[config.mk]
export PLATFORM = sky130hd
export DESIGN_NAME = t8d_timer
export DESIGN_NICKNAME = d
export VERILOG_FILES = /design/src/core/t8d_pkg.sv /design/src/core/t8d_glitch_filter.sv /design/src/core/t8d_timer.sv
export SDC_FILE = /design/constraint.sdc
export NUM_CORES = 1
export LEC_CHECK = 0
export BUFFER_PORTS_ARGS = -buffer_cell sky130_fd_sc_hd__clkbuf_2
export CAP_MARGIN = 25
export CORE_MARGIN = 2
export CORE_UTILIZATION = 30
export CTS_CLUSTER_DIAMETER = 120
export DETAILED_ROUTE_END_ITERATION = 6
export GPL_TIMING_DRIVEN = 0
export PLACE_DENSITY = 0.46
export SLEW_MARGIN = 20
export SYNTH_ARGS = -nofsm -noshare
export SYNTH_HDL_FRONTEND = slang
export SYNTH_SLANG_ARGS = --single-unit
[constraint.sdc]
create_clock -name aclk -period 2.9 [get_ports aclk]
set_input_delay 0.58 -clock aclk [delete_from_list [all_inputs] [get_ports aclk]]
set_output_delay 0.58 -clock aclk [all_outputs]
set_load 0.02 [all_outputs]
[src/core/t8d_pkg.sv]
/*
 * Constants shared by the eight-bit transmit/demodulate counter:
 * register indices, field positions, reset values and filter lengths.
 * Assumes a 32-bit AXI4-Lite bus, one register per aligned word.
 */
package t8d_pkg;

   // ****************************************************************
   // Register map (index; byte address is four times the index)
   // ****************************************************************
   localparam logic [3:0] IDX_COUNTER_CONTROL = 4'h0;
   localparam logic [3:0] IDX_SHARED_CONTROL  = 4'h1;
   localparam logic [3:0] IDX_LOW_CAPTURE     = 4'h2;
   localparam logic [3:0] IDX_HIGH_CAPTURE    = 4'h3;
   localparam logic [3:0] IDX_LOW_HOLD        = 4'h4;
   localparam logic [3:0] IDX_HIGH_HOLD       = 4'h5;
   localparam int         AXI_ADDR_W          = 8;

   // ****************************************************************
   // Counter control fields
   // ****************************************************************
   localparam int CC_RUN      = 7;
   localparam int CC_SINGLE   = 6;
   localparam int CC_TIMEOUT  = 5;
   localparam int CC_RATE_HI  = 4;
   localparam int CC_RATE_LO  = 3;
   localparam int CC_CAP_IE   = 2;
   localparam int CC_TMO_IE   = 1;

   // ****************************************************************
   // Shared control fields
   // ****************************************************************
   localparam int SC_MODE_HI  = 7;
   localparam int SC_MODE_LO  = 6;
   localparam int SC_ROUTE    = 5;
   localparam int SC_SUB_HI   = 3;
   localparam int SC_SUB_LO   = 2;
   localparam int SC_RISE     = 1;
   localparam int SC_FALL     = 0;

   // ****************************************************************
   // Values
   // ****************************************************************
   localparam logic [7:0] CNT_ALL_ONES  = 8'hff;
   localparam logic [7:0] CNT_ONE       = 8'h01;
   localparam logic [7:0] CNT_ZERO      = 8'h00;
   localparam logic [7:0] REG_RESET     = 8'h00;
   localparam logic [1:0] SUB_NORMAL    = 2'h0;
   localparam logic [1:0] SUB_PINGPONG  = 2'h1;
   localparam logic [1:0] SUB_FORCE_LO  = 2'h2;
   localparam logic [1:0] SUB_FORCE_HI  = 2'h3;
   localparam logic [3:0] FILT_NONE     = 4'h1;
   localparam logic [3:0] FILT_SHORT    = 4'h4;
   localparam logic [3:0] FILT_LONG     = 4'h8;
   localparam logic [1:0] RESP_OKAY     = 2'h0;
   localparam logic [1:0] RESP_SLVERR   = 2'h2;

endpackage

[src/core/t8d_glitch_filter.sv]
/*
 * Glitch filter for the demodulator input: a new level is passed on
 * only after it has been seen for the selected number of cycles.
 * Assumes the raw input is synchronous to aclk.
 */
module t8d_glitch_filter
   import t8d_pkg::*;
(
   input  wire logic       aclk,
   input  wire logic       aresetn,
   input  wire logic       raw,
   input  wire logic [1:0] filt_sel,
   output logic            clean
);

   logic [3:0] run_len;
   logic [3:0] need;

   // ****************************************************************
   // Filter length; reserved code behaves as no filter
   // ****************************************************************
   always_comb begin
      case (filt_sel)
         2'h1:    need = FILT_SHORT;
         2'h2:    need = FILT_LONG;
         default: need = FILT_NONE;
      endcase
   end

   always_ff @(posedge aclk) begin
      if (!aresetn) begin
         run_len <= 4'h0;
         clean   <= 1'b0;
      end else if (raw == clean) begin
         run_len <= 4'h0;
      end else if (run_len + 4'h1 >= need) begin
         run_len <= 4'h0;
         clean   <= raw;
      end else begin
         run_len <= run_len + 4'h1;
      end
   end

endmodule

[src/core/t8d_timer.sv]
/*
 * Eight-bit down counter with transmit and demodulation modes, behind an
 * AXI4-Lite slave. Holds control, hold and capture registers.
 * Assumes inputs synchronous to aclk; wide counter output comes in as a pin.
 */
// How it works
// - Mode field zero means transmit, else demodulate
// - Transmit: route bit picks port or combined output
// - Demodulate: route bit picks port2 or comparator input
// - Comparator source captures also pulse external line two
// - Enable sets start level, loads matching hold (all ones in demodulate)
// - Start level bit: 0 low, 1 high
// - Single pass: reach zero, halt, toggle, flag, optional irq
// - Modulo-N: first terminal count toggles without irq
// - Later terminal counts toggle, flag, optional irq
// - Reload low hold if output 0, else high
// - Hold writes take effect at next reload
// - Initial count zero wraps to all ones
// - Falling edge captures high, rising captures low
// - Capture sets edge flag and optional irq
// - Capture reloads counter with all ones
// - Demodulate zero: timeout flag, optional irq, restart ones
// - Control bit two enables capture interrupt
module t8d_timer
   import t8d_pkg::*;
(
   input  wire logic                  aclk,
   input  wire logic                  aresetn,
   input  wire logic [AXI_ADDR_W-1:0] s_axi_awaddr,
   input  wire logic                  s_axi_awvalid,
   output logic                       s_axi_awready,
   input  wire logic [31:0]           s_axi_wdata,
   input  wire logic [3:0]            s_axi_wstrb,
   input  wire logic                  s_axi_wvalid,
   output logic                       s_axi_wready,
   output logic [1:0]                 s_axi_bresp,
   output logic                       s_axi_bvalid,
   input  wire logic                  s_axi_bready,
   input  wire logic [AXI_ADDR_W-1:0] s_axi_araddr,
   input  wire logic                  s_axi_arvalid,
   output logic                       s_axi_arready,
   output logic [31:0]                s_axi_rdata,
   output logic [1:0]                 s_axi_rresp,
   output logic                       s_axi_rvalid,
   input  wire logic                  s_axi_rready,
   input  wire logic                  port2_bit0_input,
   input  wire logic                  comparator_input_pin,
   input  wire logic                  port_normal_value,
   input  wire logic                  sixteen_bit_counter_out,
   output logic                       combined_output_pin,
   output logic                       eight_bit_wave_output,
   output logic                       timeout_irq,
   output logic                       capture_irq,
   output logic                       external_irq_line_two
);

   // ****************************************************************
   // Registers and state
   // ****************************************************************
   logic                  run, single, tmo_flag, cap_ie, tmo_ie;
   logic [1:0]            rate, mode, submode, init_lvl, edge_flag;
   logic                  route_sel;
   logic [7:0]            low_hold, high_hold, low_cap, high_cap;
   logic [7:0]            count;
   logic                  first_tc;
   logic [2:0]            pre_cnt;
   logic                  aw_got, w_got;
   logic [AXI_ADDR_W-1:0] aw_addr;
   logic [31:0]           w_data;
   logic [3:0]            w_strb;
   logic                  filt, filt_d;

   // ****************************************************************
   // Decode and events
   // ****************************************************************
   logic       demod, wr_en, wr_c0, wr_c1, start, tick, at_one;
   logic       tx_tc, dm_tmo, rise, fall, cap_ev, tmo_set;
   logic [2:0] rate_mask;
   logic [3:0] wr_idx, rd_idx;
   logic [7:0] rd_byte;
   logic       rd_ok, wr_ok;

   assign demod  = |mode;
   assign wr_idx = aw_addr[5:2];
   assign rd_idx = s_axi_araddr[5:2];
   assign wr_ok  = (aw_addr[1:0] == 2'h0) && (aw_addr[AXI_ADDR_W-1:6] == '0)
                   && (wr_idx <= IDX_HIGH_HOLD);
   assign wr_en  = aw_got && w_got && !s_axi_bvalid;
   assign wr_c0  = wr_en && wr_ok && w_strb[0] && (wr_idx == IDX_COUNTER_CONTROL);
   assign wr_c1  = wr_en && wr_ok && w_strb[0] && (wr_idx == IDX_SHARED_CONTROL);
   assign start  = wr_c0 && w_data[CC_RUN] && !run;
   assign at_one = (count == CNT_ONE);

   always_comb begin
      case (rate)
         2'h1:    rate_mask = 3'h1;
         2'h2:    rate_mask = 3'h3;
         2'h3:    rate_mask = 3'h7;
         default: rate_mask = 3'h0;
      endcase
   end

   assign tick    = run && ((pre_cnt & rate_mask) == rate_mask);
   assign tx_tc   = tick && !demod && at_one;
   assign dm_tmo  = tick && demod && at_one;
   assign rise    = run && demod && filt && !filt_d;
   assign fall    = run && demod && !filt && filt_d;
   assign cap_ev  = rise || fall;
   // Capture outranks a timeout landing in the same cycle
   assign tmo_set = (tx_tc && (single || !first_tc)) || (dm_tmo && !cap_ev);

   // ****************************************************************
   // Demodulator input: source select, filter, edge history
   // ****************************************************************
   t8d_glitch_filter u_filter (
      .aclk     (aclk),
      .aresetn  (aresetn),
      .raw      (route_sel ? comparator_input_pin : port2_bit0_input),
      .filt_sel (demod ? submode : 2'h0),
      .clean    (filt)
   );

   always_ff @(posedge aclk) begin
      if (!aresetn) filt_d <= 1'b0;
      else          filt_d <= filt;
   end

   // ****************************************************************
   // Counter control register
   // ****************************************************************
   always_ff @(posedge aclk) begin
      if (!aresetn) begin
         run    <= 1'b0;
         single <= 1'b0;
         rate   <= 2'h0;
         cap_ie <= 1'b0;
         tmo_ie <= 1'b0;
      end else begin
         if (wr_c0) begin
            run    <= w_data[CC_RUN];
            single <= w_data[CC_SINGLE];
            rate   <= w_data[CC_RATE_HI:CC_RATE_LO];
            cap_ie <= w_data[CC_CAP_IE];
            tmo_ie <= w_data[CC_TMO_IE];
         end else if (tx_tc && single) begin
            run <= 1'b0;
         end
      end
   end

   // Set wins over a clear in the same cycle
   always_ff @(posedge aclk) begin
      if (!aresetn) tmo_flag <= 1'b0;
      else tmo_flag <= tmo_set || (tmo_flag && !(wr_c0 && w_data[CC_TIMEOUT]));
   end

   // ****************************************************************
   // Shared control register; low bits are levels or edge flags
   // ****************************************************************
   always_ff @(posedge aclk) begin
      if (!aresetn) begin
         mode      <= 2'h0;
         route_sel <= 1'b0;
         submode   <= SUB_NORMAL;
         init_lvl  <= 2'h0;
      end else if (wr_c1) begin
         mode      <= w_data[SC_MODE_HI:SC_MODE_LO];
         route_sel <= w_data[SC_ROUTE];
         submode   <= w_data[SC_SUB_HI:SC_SUB_LO];
         if (!demod) init_lvl <= w_data[SC_RISE:SC_FALL];
      end
   end

   always_ff @(posedge aclk) begin
      if (!aresetn) begin
         edge_flag <= 2'h0;
      end else begin
         edge_flag[1] <= rise || (edge_flag[1] && !(wr_c1 && demod && w_data[SC_RISE]));
         edge_flag[0] <= fall || (edge_flag[0] && !(wr_c1 && demod && w_data[SC_FALL]));
      end
   end

   // Hold values are only sampled at start and at reload time
   always_ff @(posedge aclk) begin
      if (!aresetn) begin
         low_hold  <= REG_RESET;
         high_hold <= REG_RESET;
      end else if (wr_en && wr_ok && w_strb[0]) begin
         if (wr_idx == IDX_LOW_HOLD)  low_hold  <= w_data[7:0];
         if (wr_idx == IDX_HIGH_HOLD) high_hold <= w_data[7:0];
      end
   end

   always_ff @(posedge aclk) begin
      if (!aresetn) begin
         low_cap  <= REG_RESET;
         high_cap <= REG_RESET;
      end else begin
         if (rise) low_cap  <= count;
         if (fall) high_cap <= count;
      end
   end

   // ****************************************************************
   // Prescaler and counter
   // ****************************************************************
   always_ff @(posedge aclk) begin
      if (!aresetn || start) pre_cnt <= 3'h0;
      else if (run)          pre_cnt <= pre_cnt + 3'h1;
   end

   // A loaded count of one hits terminal count at once; software avoids it
   always_ff @(posedge aclk) begin
      if (!aresetn) begin
         count    <= CNT_ZERO;
         eight_bit_wave_output <= 1'b0;
         first_tc <= 1'b0;
      end else if (start) begin
         eight_bit_wave_output <= init_lvl[1];
         first_tc <= 1'b1;
         if (demod)            count <= CNT_ALL_ONES;
         else if (init_lvl[1]) count <= high_hold;
         else                  count <= low_hold;
      end else if (demod) begin
         if (cap_ev)      count <= CNT_ALL_ONES;
         else if (dm_tmo) count <= CNT_ALL_ONES;
         else if (tick)   count <= count - CNT_ONE;
      end else if (tx_tc) begin
         eight_bit_wave_output <= !eight_bit_wave_output;
         first_tc <= 1'b0;
         if (single)                     count <= CNT_ZERO;
         else if (eight_bit_wave_output) count <= low_hold;
         else                            count <= high_hold;
      end else if (tick) begin
         count <= count - CNT_ONE;
      end
   end

   // ****************************************************************
   // Pins and interrupt pulses
   // ****************************************************************
   logic wide_out;
   always_comb begin
      case (submode)
         SUB_FORCE_LO: wide_out = 1'b0;
         SUB_FORCE_HI: wide_out = 1'b1;
         default:      wide_out = sixteen_bit_counter_out;
      endcase
   end

   always_ff @(posedge aclk) begin
      if (!aresetn) begin
         combined_output_pin   <= 1'b0;
         timeout_irq           <= 1'b0;
         capture_irq           <= 1'b0;
         external_irq_line_two <= 1'b0;
      end else begin
         if (!demod && route_sel)
            combined_output_pin <= eight_bit_wave_output | wide_out;
         else
            combined_output_pin <= port_normal_value;
         timeout_irq           <= tmo_set && tmo_ie;
         capture_irq           <= cap_ev && cap_ie;
         external_irq_line_two <= cap_ev && route_sel;
      end
   end

   // ****************************************************************
   // AXI4-Lite slave
   // ****************************************************************
   always_comb begin
      case (rd_idx)
         IDX_COUNTER_CONTROL:
            rd_byte = {run, single, tmo_flag, rate, cap_ie, tmo_ie, 1'b0};
         IDX_SHARED_CONTROL:
            rd_byte = {mode, route_sel, 1'b0, submode, demod ? edge_flag : init_lvl};
         IDX_LOW_CAPTURE:  rd_byte = low_cap;
         IDX_HIGH_CAPTURE: rd_byte = high_cap;
         IDX_LOW_HOLD:     rd_byte = low_hold;
         IDX_HIGH_HOLD:    rd_byte = high_hold;
         default:          rd_byte = REG_RESET;
      endcase
   end
   assign rd_ok = (s_axi_araddr[1:0] == 2'h0) && (s_axi_araddr[AXI_ADDR_W-1:6] == '0)
                  && (rd_idx <= IDX_HIGH_HOLD);

   always_ff @(posedge aclk) begin
      if (!aresetn) begin
         s_axi_awready <= 1'b1;
         s_axi_wready  <= 1'b1;
         aw_got        <= 1'b0;
         w_got         <= 1'b0;
         aw_addr       <= '0;
         w_data        <= 32'h0000_0000;
         w_strb        <= 4'h0;
         s_axi_bvalid  <= 1'b0;
         s_axi_bresp   <= RESP_OKAY;
      end else begin
         if (s_axi_awvalid && s_axi_awready) begin
            aw_got        <= 1'b1;
            aw_addr       <= s_axi_awaddr;
            s_axi_awready <= 1'b0;
         end
         if (s_axi_wvalid && s_axi_wready) begin
            w_got        <= 1'b1;
            w_data       <= s_axi_wdata;
            w_strb       <= s_axi_wstrb;
            s_axi_wready <= 1'b0;
         end
         if (wr_en) begin
            s_axi_bvalid <= 1'b1;
            s_axi_bresp  <= wr_ok ? RESP_OKAY : RESP_SLVERR;
         end else if (s_axi_bvalid && s_axi_bready) begin
            s_axi_bvalid  <= 1'b0;
            aw_got        <= 1'b0;
            w_got         <= 1'b0;
            s_axi_awready <= 1'b1;
            s_axi_wready  <= 1'b1;
         end
      end
   end

   always_ff @(posedge aclk) begin
      if (!aresetn) begin
         s_axi_arready <= 1'b1;
         s_axi_rvalid  <= 1'b0;
         s_axi_rdata   <= 32'h0000_0000;
         s_axi_rresp   <= RESP_OKAY;
      end else if (s_axi_arvalid && s_axi_arready) begin
         s_axi_arready <= 1'b0;
         s_axi_rvalid  <= 1'b1;
         s_axi_rdata   <= {24'h00_0000, rd_byte};
         s_axi_rresp   <= rd_ok ? RESP_OKAY : RESP_SLVERR;
      end else if (s_axi_rvalid && s_axi_rready) begin
         s_axi_rvalid  <= 1'b0;
         s_axi_arready <= 1'b1;
      end
   end
endmodule

Word-level counts from Yosys, hierarchy flattened
Index checks and enable logic that the tools add are counted.
{"block": "totals", "word_cells": 192, "in_bits": 63, "ff_bits": 107, "out_inout_bits": 46}
{"block": "classes", "bitwise_logic": 5, "reduce_logical": 77, "mux": 46, "add_sub_neg": 3, "n_eq_ne": 19, "magnitude_cmp": 3}
{"cell": "8-bit two-way mux", "count": 10}
{"cell": "8-bit one-hot mux with 6 select lines", "count": 1}
{"cell": "1-bit logical AND", "count": 41}
{"cell": "1-bit two-way mux", "count": 28}
{"cell": "4-bit by 3-bit equality test with 1-bit output (second input constant)", "count": 4}
{"cell": "1-bit zero test", "count": 12}
{"cell": "2-bit equality test (second input constant)", "count": 5}
{"cell": "2-bit AND reduction", "count": 5}
{"cell": "3-bit one-hot mux with 3 select lines", "count": 1}
{"cell": "4-bit by 1-bit equality test with 1-bit output (second input constant)", "count": 2}
{"cell": "4-bit by 2-bit equality test with 1-bit output (second input constant)", "count": 2}
{"cell": "8-bit by 1-bit equality test with 1-bit output (second input constant)", "count": 1}
{"cell": "4-bit by 3-bit less-or-equal comparator with 1-bit output (second input constant)", "count": 2}
{"cell": "2-bit zero test", "count": 4}
{"cell": "4-bit zero test", "count": 2}
{"cell": "2-bit two-way mux", "count": 4}
{"cell": "4-bit one-hot mux with 2 select lines", "count": 1}
{"cell": "2-bit nonzero test", "count": 4}
{"cell": "8-bit by 1-bit subtractor with 8-bit output (second input constant)", "count": 1}
{"cell": "1-bit logical OR", "count": 7}
{"cell": "4-bit by 1-bit adder with 4-bit output (second input constant)", "count": 1}
{"cell": "2-bit by 1-bit equality test with 1-bit output (second input constant)", "count": 2}
{"cell": "4-bit >= comparator", "count": 1}
{"cell": "3-bit by 1-bit adder with 3-bit output (second input constant)", "count": 1}
{"cell": "9 further kinds", "count": 11}

Logic depth before layout (Yosys ltp)
Gate-level depths: netlist of the first run.
{"block": "depth", "depth_word": 11, "ltp_mapped": 12, "depth_no_buf": 10}

Cells and area by module
From an unflattened synthesis of the first run, not the netlist that was laid out.
{"block": "unflattened", "cells_unflattened": 595, "hier_area_um2": 5306.3}
{"module": "t8d_timer", "n_inst": 1, "area_per_inst_um2": 5002.3, "cells_each": 563, "seq_area_each_um2": 2001.9}
{"module": "t8d_glitch_filter", "n_inst": 1, "area_per_inst_um2": 304.0, "cells_each": 32, "seq_area_each_um2": 100.1}

Worst setup path before layout of the first run
Ideal clock, no wire load.
{"block": "synth_timing", "kind": "register to register", "startpoint": "reg mode[0]", "endpoint": "reg u_filter.run_len[2]", "setup_time_ps": 66, "period_less_slack_ps": 2726, "path_stages_with_launch": 13, "t_arrival_ps": 2661, "path_buffers": 2, "t_required_ps": 2834, "path_slack_ps": 174, "path_cell_list": "dfxtp_1 or2_2 clkbuf_1 clkbuf_1 nand2_1 inv_1 ha_1 ha_1 or3b_2 a21o_1 a21oi_1 nand3_1 nor2b_1"}
{"block": "synth_between", "elab_chain_cells": 6, "elab_cells_between_ends": 7, "cone_classes": "order compare (1); eq/ne (2); mux (2); reduce/logical (2)"}
{"element": "start, declared", "line": "t8d_timer.sv:61", "text": "logic [1:0] rate, mode, submode, init_lvl, edge_flag;"}
{"element": "start signal, assigned", "line": "t8d_timer.sv:167", "text": "mode <= w_data[SC_MODE_HI:SC_MODE_LO];"}
{"element": "2-bit OR reduction *", "line": "t8d_timer.sv:83", "text": "assign demod = |mode;"}
{"element": "2-bit two-way mux *", "line": "t8d_timer.sv:119", "text": ".filt_sel (demod ? submode : 2'h0),"}
{"element": "2-bit equality test or 2-bit by 1-bit equality test with 1-bit output (tied branches)", "line": "t8d_glitch_filter.sv:23", "text": "case (filt_sel)"}
{"element": "4-bit one-hot mux with 2 select lines *", "line": "t8d_glitch_filter.sv:23"}
{"element": "4-bit >= comparator *", "line": "t8d_glitch_filter.sv:36", "text": "end else if (run_len + 4'h1 >= need) begin"}
{"element": "3-bit OR reduction (no line) *"}
{"element": "end signal, assigned", "line": "t8d_glitch_filter.sv:40", "text": "run_len <= run_len + 4'h1;"}
{"element": "end, declared", "line": "t8d_glitch_filter.sv:16", "text": "logic [3:0] run_len;"}
Mark *: on every way between the ends. The rest lies on a longest branch, timed or not.
A chain may end at the register's enable or synchronous reset.

Final worst setup path of the first run
{"block": "layout_timing", "startpoint": "reg mode[0]", "endpoint": "reg u_filter.clean"}
{"block": "layout_between", "elab_chain_cells": 6, "elab_cells_between_ends": 7, "cone_classes": "order compare (1); eq/ne (2); mux (2); reduce/logical (2)"}
{"element": "2-bit OR reduction *", "line": "t8d_timer.sv:83"}
{"element": "2-bit two-way mux *", "line": "t8d_timer.sv:119"}
{"element": "2-bit equality test or 2-bit by 1-bit equality test with 1-bit output (tied branches)", "line": "t8d_glitch_filter.sv:23"}
{"element": "4-bit one-hot mux with 2 select lines *", "line": "t8d_glitch_filter.sv:23"}
{"element": "4-bit >= comparator *", "line": "t8d_glitch_filter.sv:36"}
{"element": "2-bit AND reduction (no line) *"}
{"element": "end signal, assigned", "line": "t8d_glitch_filter.sv:38", "text": "clean <= raw;"}
{"element": "end, declared", "line": "t8d_glitch_filter.sv:13", "text": "output logic clean"}
Marks and branches as above.

==> results of run 1 <==
## cell families after synthesis
group,count (synthesis),synth area share (%)
and+or+nand+nor,212,19.6
AOI/OAI and AO/OA,128,15.2
DFF,105,40.9
buffers and inverters,81,7.90
muxes,59,13.1
adders and majority gates,9,2.19
xor gates and xnor gates,6,1.02
other,1,0.0729
## per-stage QoR
step / setup slack (ns) / hold WS, ns / power [W] / TNS [ns]
after global routing: -0.0154 / 0.437 / 0.00311 / -0.0154
after detailed placement: -0.317 / 0.451 / 0.00176 / -1.48
after global placement: -0.280 / 0.447 / 0.00175 / -1.33
after floorplan: 0.174 / 0.419 / 0.00168 / 0
final: 0.128 / 0.428 / 0.00298 / 0
after CTS: 0.0114 / 0.420 / 0.00302 / 0
## sequential cells by signal, indices dropped and copies added, names as in the netlist, 4 cells and up
name / cells
aw_addr: 8
count: 8
high_cap: 8
high_hold: 8
low_cap: 8
low_hold: 8
s_axi_rdata: 8
w_data: 8
u_filter.run_len: 4
## power groups by stage
stage	Combinational (W)	Clock, W	Sequential [W]
after floorplan	0.000155	0	0.00153
after global placement	0.000230	0	0.00152
after detailed placement	0.000233	0	0.00153
after CTS	0.000233	0.00129	0.00149
after global routing	0.000257	0.00136	0.00150
final	0.000232	0.00126	0.00149
## critical path, stage by stage (launching register included)
cell	delay (ns)
dfxtp_1	0.36
or2_4	0.31
clkbuf_4	0.20
nand2_1	0.10
inv_1	0.05
ha_1	0.28
ha_1	0.26
or3b_2	0.46
a21o_1	0.21
a21oi_2	0.21
or2_2	0.14
a21oi_1	0.05
## cell type report
cell class	count	area (µm²)
tap	220	275
buffer	60	332
timing repair buffer	54	270
clock buffer	11	253
fill	1820	10600
multi-input combinational	440	2740
clock inverter	4	51.3
sequential	105	2100
inverter	20	75.1
## path summary, 6_finish.rpt
kind / from / end / slack, ns / cells past startpoint
worst max register to register: mode[0] / u_filter.clean / 0.13 / 11
worst min register to register: aw_addr[1] / aw_addr[1] / 0.46 / 2
worst max-delay path: mode[0] / u_filter.clean / 0.13 / 11
worst min-delay path: s_axi_wvalid / s_axi_wready / 0.43 / 2
## per-layer routing
layer | part of all wire (%) | global-route usage, % | vias up
met2 | 49 | 27.6 | 94
li1 | - | - | 2232
met5 | 0 | 0 | -
met4 | 2.1 | 6.89 | 0
met1 | 45 | 20.9 | 2074
met3 | 4.1 | 2.59 | 20
## cells in the final DEF, fill, tap and decap left out, drive strengths merged, types with 4 or more instances in the layout
| master | count |
|---|---|
| a211oi | 6 |
| nand3 | 23 |
| clkbuf | 91 |
| a22oi | 6 |
| o22ai | 7 |
| or4 | 4 |
| nor4 | 7 |
| buf | 34 |
| mux4 | 6 |
| a31oi | 7 |
| conb | 26 |
| o21ai | 22 |
| and2 | 6 |
| nand2 | 88 |
| mux2i | 45 |
| inv | 21 |
| o21a | 5 |
| and3 | 4 |
| nor2 | 45 |
| nand2b | 5 |
| mux2 | 8 |
| dfxtp | 105 |
| a21oi | 56 |
| ha | 9 |
| nor2b | 8 |
## what timing repair did
item | in CTS | in global routing
endpoints found under the setup margin | 5 | 5
hold endpoints to repair | 0 | 0
pin swaps | 0 | 0
setup buffers | 0 | 0
gates resized for setup | 2 | 3
==> flow_metrics.env, run 1 <==
export IMPL_tightestPinTransition_ns=1.01
export IMPL_first_global_vias=4209
export IMPL_grt_total_usage_pct=16.4
export IMPL_intPower_w=0.00227
export IMPL_fin_skew_ns=0.00605
export IMPL_clk_pin_slew_worst_paths_ns=0.07
export IMPL_dr_first_iter_drc_count=197
export IMPL_die_w_um=135
export IMPL_antenna_cells=0
export IMPL_htreeDepth=3
export IMPL_drive_above_1_share_pct=19.0
export IMPL_worst_ep_required_time_ns=3.11
export IMPL_slew_viol_final=0
export IMPL_syn_avg_cell_area_um2=8.56
export IMPL_pwr_share_seq_pct=50.1
export IMPL_ys_flop_type="dfxtp_1"
export IMPL_synth_most_common_cell="dfxtp_1"
export IMPL_portBuffers=54
export IMPL_ant_nets=0
export IMPL_fin_cells=914
export IMPL_relSlewSlack_pct=32.5
export IMPL_ys_seq_area_share_pct=40.9
export IMPL_clkPwrFrac_pct=42.1
export IMPL_area_growth_pct=18.6
export IMPL_placed_cells=900
export IMPL_num_vias=4420
export IMPL_drv_cap=0
export IMPL_ys_types=60
export IMPL_fp_row_count=47
export IMPL_fmax_mhz=361
export IMPL_cts_buffer_depth=2
export IMPL_fin_nets=762
export IMPL_grt_overflow=0
export IMPL_p_switching_w=0.000710
export IMPL_synth_top_area_share_pct=40.9
export IMPL_wirelength_um=14500
export IMPL_place_area_um2=5780
export IMPL_ir_worst_vdd_uv=262
export IMPL_synth_edf_count=0
export IMPL_setup_viol=0
export IMPL_hold_class="in2reg"
export IMPL_viasPerCell=4.84
export IMPL_period_needed_ns=2.77
export IMPL_final_util_pct=36.5
export IMPL_cp_end_kind="flop"
export IMPL_synth_seq_cells=105
export IMPL_clkSinkCount=105
export IMPL_place_gp_congestion=0.893
export IMPL_wire_per_inst_um=15.9
export IMPL_yosys_area_top_type="dfxtp_1"
export IMPL_clockRootBuffer="clkbuf_16"
export IMPL_critPathMaxFanout=10
export IMPL_fin_area_um2=6100
export IMPL_netlist_area_um2=5140
export IMPL_start_util_pct=30.8
export IMPL_cts_tree="done"
export IMPL_synthTopCellsByArea="dfxtp_1 41%, mux2i_1 8.8%, nand2_1 6.3%"
export IMPL_postCtsHoldBufs=0
export IMPL_drt_pre_antenna_iters=4
export IMPL_switching_share_pct=23.8
export IMPL_critPathKind="reg2reg"
export IMPL_yosysWarnings=0
export IMPL_dieArea_um2=18200
export IMPL_power_density_nw_per_um2=488
export IMPL_p_leak_nw=2.35
export IMPL_numCtsBuffers=9
export IMPL_antenna_found_initial=0
export IMPL_core_area_um2=16700
export IMPL_pwr_share_comb_pct=7.8
export IMPL_clock_latency_ns=0.35
export IMPL_route_detailed_drc=0
export IMPL_hpwl_um=11100
export IMPL_arrival_ns=2.99
export IMPL_ys_async_sr_fraction_pct=0
export IMPL_netlist_instances=601
export IMPL_grt_pass1_wl_um=23000
export IMPL_timing_hold_violations_final=0
export IMPL_die_h_um=135
export IMPL_grt_max_degree=17
export IMPL_outcome="complete, no violations"
export IMPL_startpoint_type="flop"
export IMPL_io_pins=109
export IMPL_finalCritPeriodShare_pct=95.6
export IMPL_synth_commonest_cells="105 x dfxtp_1, 87 x nand2_1, 56 x a21oi_1"
Note: power is estimated with default switching activity, not from simulation.
==> run 2: changes to the inputs <==
Settings changed: CORE_MARGIN 2 to not set, CORE_UTILIZATION 30 to 25, PLACE_DENSITY 0.46 to 0.4.
==> run 2 against run 1 <==
Sequential cell count unchanged. Sequential share of layout area shrank 0.38 points. Final cell count increased by 5.6%. Power increased by 0.37%. Worst hold slack gained 0.0067 ns. Die area increased by 16%. Via count shrank 0.52%. Critical path type unchanged. Critical endpoint unchanged. Largest cell class unchanged.
==> flow_metrics.env, run 2 (synthesized netlist as in run 1, its figures left out) <==
export IMPL_outcome="complete, no violations"
export IMPL_drt_pre_antenna_iters=6
export IMPL_worst_ep_required_time_ns=3.11
export IMPL_p_leak_nw=2.35
export IMPL_power_density_nw_per_um2=485
export IMPL_num_vias=4397
export IMPL_start_util_pct=25.4
export IMPL_antenna_cells=0
export IMPL_cp_common_cell="ha_1"
export IMPL_grt_met1_usage_pct=18.8
export IMPL_grt_overflow=0
export IMPL_ir_worst_vdd_uv=247
export IMPL_io_pins=109
export IMPL_hold_class="in2reg"
export IMPL_drv_cap=0
export IMPL_fin_skew_ns=0.0112
export IMPL_place_gp_congestion=0.811
export IMPL_first_global_vias=4408
export IMPL_busiest_layer="met2"
export IMPL_hpwl_um=11600
export IMPL_critPathTopFamily="simple AND/OR/NAND/NOR gates"
export IMPL_critPathMaxFanout=10
export IMPL_tightestPinTransition_ns=0.947
export IMPL_die_h_um=145
export IMPL_clk_pin_slew_worst_paths_ns=0.07
export IMPL_rsz0062_at_grt="no"
export IMPL_pwr_share_comb_pct=7.8
export IMPL_finalSetupTns_ns=0
export IMPL_clkSinkCount=105
export IMPL_pwr_share_seq_pct=49.9
export IMPL_wirelength_um=15100
export IMPL_clkPwrFrac_pct=42.3
export IMPL_place_area_um2=5850
export IMPL_post_cts_setup_buffers=0
export IMPL_fin_area_um2=6170
export IMPL_dieArea_um2=21200
export IMPL_fillers=2175
export IMPL_worst_hold_slack_ns=0.434
export IMPL_relSlewSlack_pct=36.5
export IMPL_area_growth_pct=19.9
export IMPL_cp_slowest_cell="or3b_2"
export IMPL_intPower_w=0.00225
export IMPL_fin_nets=762
export IMPL_antenna_found_initial=0
export IMPL_critPathKind="reg2reg"
export IMPL_switching_share_pct=24.7
export IMPL_placed_cells=950
export IMPL_setup_viol=0
export IMPL_p_switching_w=0.000737
export IMPL_cp_end_kind="flop"
export IMPL_postCtsHoldBufs=0
export IMPL_clockRootBuffer="clkbuf_16"
export IMPL_fp_row_count=52
export IMPL_die_w_um=145
export IMPL_final_cell_mix="105 x dfxtp_1, 87 x nand2_1, 55 x a21oi_1, 55 x clkbuf_2"
export IMPL_htreeDepth=3
export IMPL_period_needed_ns=2.72
export IMPL_core_area_um2=20200
export IMPL_fin_cells=965
export IMPL_startpoint_type="flop"
export IMPL_numCtsBuffers=9
export IMPL_cp_buffers_inverters=2
export IMPL_finalCritPeriodShare_pct=93.8
export IMPL_dr_first_iter_drc_count=198
export IMPL_ant_nets=0
export IMPL_route_detailed_drc=0
export IMPL_final_util_pct=30.5
export IMPL_cts_tree="done"
export IMPL_path_cells="or2_4 -> clkbuf_4 -> nand2_1 -> inv_1 -> ha_1 -> ha_1 -> or3b_2 -> a21o_1 -> a21oi_2 -> or2_2 -> a21oi_1"
export IMPL_globalRouteMet2Util_pct=26.0
export IMPL_portBuffers=54
export IMPL_viasPerCell=4.56
export IMPL_drive_above_1_share_pct=19.3
export IMPL_layout_commonest_cell="dfxtp_1"
export IMPL_cts_buffer_depth=2
export IMPL_timing_hold_violations_final=0
export IMPL_grt_total_usage_pct=14.8
export IMPL_wire_per_inst_um=15.7
export IMPL_grt_pass1_wl_um=24400
export IMPL_slew_viol_final=0
export IMPL_arrival_ns=2.93
export IMPL_clock_latency_ns=0.35
export IMPL_use_met3_pct=1.91
export IMPL_grt_max_degree=18
export IMPL_cpPeakStageDelay_ns=0.47
export IMPL_fmax_mhz=367
-- run 2: changes by cell type in the layout (fill, tap and decap cells not counted), sizes merged --
cell      delta
clkinv       +1
clkinvlp     +1
clkbuf       -1
-- run 2: through the flow --
step                      total power [W]  setup slack (ns)
after floorplan                   0.00168             0.174
after global placement            0.00176            -0.311
after detailed placement          0.00176            -0.343
after CTS                         0.00303             0.106
after global routing              0.00312            0.0290
final                             0.00299             0.179
-- run 2: layout make-up --
class | instances | area, µm² | share of cell area, %
flip-flops and latches | 105 | 2100 | 34.1
clock buffers | 10 | 239 | 3.87
well taps | 270 | 338 | 5.48
repair buffers | 54 | 270 | 4.38
plain buffers | 60 | 332 | 5.38
clock inverters | 6 | 66.3 | 1.08
inverters | 20 | 75.1 | 1.22
multi-input cells | 440 | 2750 | 44.5
-- run 2: worst paths after layout --
path | start | to | slack [ns] | depth (start not counted)
setup / recovery | mode[0] | u_filter.clean | 0.18 | 11
hold / removal | s_axi_wvalid | s_axi_wready | 0.43 | 2
hold reg to reg | aw_addr[1] | aw_addr[1] | 0.46 | 2
setup reg to reg | mode[0] | u_filter.clean | 0.18 | 11
-- run 2: routing by layer --
layer  wire length, µm  vias up
met4               165        0
met5                 0        -
li1                  -     2234
met2              7530       63
met1              7040     2088
met3               384       12
-- run 2: timing repair --
action	in CTS	in global routing
endpoints found under the hold margin	0	0
setup endpoints to repair	5	8
pin swaps	0	0
gates resized for setup	3	3
-- run 2: worst reg2reg max path, cell delays in order (launching register included) --
cell,delay [ns]
dfxtp_1,0.35
or2_4,0.31
clkbuf_4,0.21
nand2_1,0.11
inv_1,0.05
ha_1,0.27
ha_1,0.27
or3b_2,0.47
a21o_1,0.20
a21oi_2,0.18
or2_2,0.13
a21oi_1,0.05
-- run 2: power groups by stage --
stage                     logic [W]  registers [W]  clock network (W)
after floorplan            0.000155        0.00153                  0
after global placement     0.000233        0.00153                  0
after detailed placement   0.000234        0.00153                  0
after CTS                  0.000235        0.00149            0.00130
after global routing       0.000257        0.00150            0.00137
final                      0.000233        0.00149            0.00126
==> run 3: changes to the inputs <==
Settings changed: SETUP_SLACK_MARGIN set to 0.5.
==> run 3 against run 2 <==
Critical path depth increased by 1. Sequential share of layout area decreased by 0.62 points. Wire length increased by 1.4%. Count of clock-buffer cells in the layout increased by 1. Setup slack improved by 0.27 ns. Via count increased by 1.6%. Worst hold slack got worse by 0.0067 ns. Non-clock buffer count increased by 10. Sequential cell count unchanged. Fmax increased by 11%. Cell area increased by 2.0%. Power decreased by 4.8%.
==> flow_metrics.env, run 3 (synthesized netlist as in run 1, its figures left out) <==
export IMPL_finalCritPeriodShare_pct=84.4
export IMPL_postCtsHoldBufs=0
export IMPL_rsz0062_at_grt="yes"
export IMPL_setup_viol=0
export IMPL_wirelength_um=15300
export IMPL_die_w_um=145
export IMPL_relSlewSlack_pct=44.8
export IMPL_antenna_cells=0
export IMPL_clk_pin_slew_worst_paths_ns=0.07
export IMPL_arrival_ns=2.75
export IMPL_grt_max_degree=16
export IMPL_fillers=2186
export IMPL_ant_nets=0
export IMPL_drt_pre_antenna_iters=4
export IMPL_outcome="complete, no violations"
export IMPL_io_pins=109
export IMPL_die_h_um=145
export IMPL_regArea_um2=2100
export IMPL_p_switching_w=0.000716
export IMPL_setup_slack_ns=0.452
export IMPL_cts_buffer_depth=2
export IMPL_clockRootBuffer="clkbuf_16"
export IMPL_antenna_found_initial=0
export IMPL_final_cell_mix="103 x dfxtp_1, 85 x nand2_1, 57 x clkbuf_2"
export IMPL_portBuffers=54
export IMPL_dieArea_um2=21200
export IMPL_cpPeakStageDelay_ns=0.36
export IMPL_viasPerCell=4.59
export IMPL_dr_first_iter_drc_count=215
export IMPL_path_cells="or2_4 -> buf_8 -> clkbuf_16 -> nand2_4 -> inv_2 -> ha_4 -> ha_4 -> or3b_4 -> a21o_1 -> a21oi_2 -> nand3_2 -> nor2b_1"
export IMPL_route_detailed_drc=0
export IMPL_first_global_vias=4331
export IMPL_area_growth_pct=22.3
export IMPL_fin_skew_ns=0.00618
export IMPL_core_area_um2=20200
export IMPL_htreeDepth=3
export IMPL_clkPwrFrac_pct=39.0
export IMPL_numCtsBuffers=9
export IMPL_critPathKind="reg2reg"
export IMPL_wire_per_inst_um=15.8
export IMPL_fin_nets=772
export IMPL_pwr_share_comb_pct=8.4
export IMPL_fp_row_count=52
export IMPL_multiInputGateArea_um2=2820
export IMPL_fmax_mhz=408
export IMPL_critPathMaxFanout=4
export IMPL_finalSetupTns_ns=0
export IMPL_start_util_pct=25.4
export IMPL_period_needed_ns=2.45
export IMPL_slew_viol_final=0
export IMPL_drive_above_1_share_pct=21.8
export IMPL_worst_ep_required_time_ns=3.20
export IMPL_num_vias=4466
export IMPL_fin_area_um2=6290
export IMPL_ir_worst_vdd_uv=288
export IMPL_cts_tree="done"
export IMPL_intPower_w=0.00213
export IMPL_hpwl_um=11600
export IMPL_place_gp_congestion=0.868
export IMPL_grt_pass1_wl_um=24600
export IMPL_place_area_um2=5890
export IMPL_timing_hold_violations_final=0
export IMPL_hold_class="in2reg"
export IMPL_cp_end_kind="flop"
export IMPL_fin_total_pwr_w=0.00285
export IMPL_switching_share_pct=25.2
export IMPL_cp_slowest_cell="or3b_4"
export IMPL_cp_common_cell="ha_4"
export IMPL_grt_overflow=0
export IMPL_pre_cts_slack_ns=0.247
export IMPL_clkSinkCount=105
export IMPL_layout_commonest_cell="dfxtp_1"
export IMPL_pwr_share_seq_pct=52.5
export IMPL_grt_total_usage_pct=15.2
export IMPL_drv_cap=0
export IMPL_power_density_nw_per_um2=452
export IMPL_final_util_pct=31.1
export IMPL_startpoint_type="flop"
export IMPL_tightestPinTransition_ns=0.829
export IMPL_clock_latency_ns=0.36
export IMPL_p_leak_nw=2.41
-- run 3: per-layer routing --
layer | vias to the layer above | routed length, µm | track usage, % | share of wire [%]
li1 | 2251 | - | - | -
met1 | 2073 | 7150 | 19.8 | 47
met2 | 123 | 7160 | 24.8 | 47
met3 | 19 | 733 | 3.04 | 4.8
met4 | 0 | 291 | 5.42 | 1.9
met5 | - | 0 | 0 | 0
-- run 3: layout make-up --
class,count,area share (%)
Tap cell,270,5.37
Inverter,20,1.19
Clock inverter,3,0.318
Clock buffer,11,3.70
Multi-Input combinational cell,440,44.8
Timing Repair Buffer,63,5.33
Sequential cell,105,33.5
Buffer,61,5.83
-- run 3: per-stage QoR --
step           hold WS [ns]  instances
5_1_grt               0.431        973
3_3_place_gp          0.448        950
2_1_floorplan         0.419        626
4_1_cts               0.415        970
3_5_place_dp          0.452        950
6_report              0.428        973
-- run 3: worst max-delay path, delay by kind of cell, from the launching register on --
family          cells  cell delay [ns]
buf+inv             3             0.30
fa+ha+maj           2             0.46
compound gates      2             0.37
flops               1             0.32
simple gates        5             0.94
-- run 3: power by group through the flow --
stage	Clock [W]	Combinational, W	Sequential [W]
after floorplan	0	0.000156	0.00153
after global placement	0	0.000238	0.00153
after detailed placement	0	0.000239	0.00153
after CTS	0.00116	0.000240	0.00149
after global routing	0.00122	0.000265	0.00150
final	0.00111	0.000240	0.00149
-- run 3: worst paths after layout --
kind	startpoint	end	slack, ns	cells past startpoint
worst max-delay path	mode[1]	u_filter.run_len[2]	0.45	12
worst min-delay path	s_axi_wvalid	s_axi_wready	0.43	2
worst min register to register	aw_addr[1]	aw_addr[1]	0.46	2
worst max register to register	mode[1]	u_filter.run_len[2]	0.45	12
-- run 3: what timing repair did --
action,4_1_cts,5_1_grt
pin swaps,8,5
gates resized for setup,10,7
buffers inserted,6,2
endpoints found under the setup margin,15,40
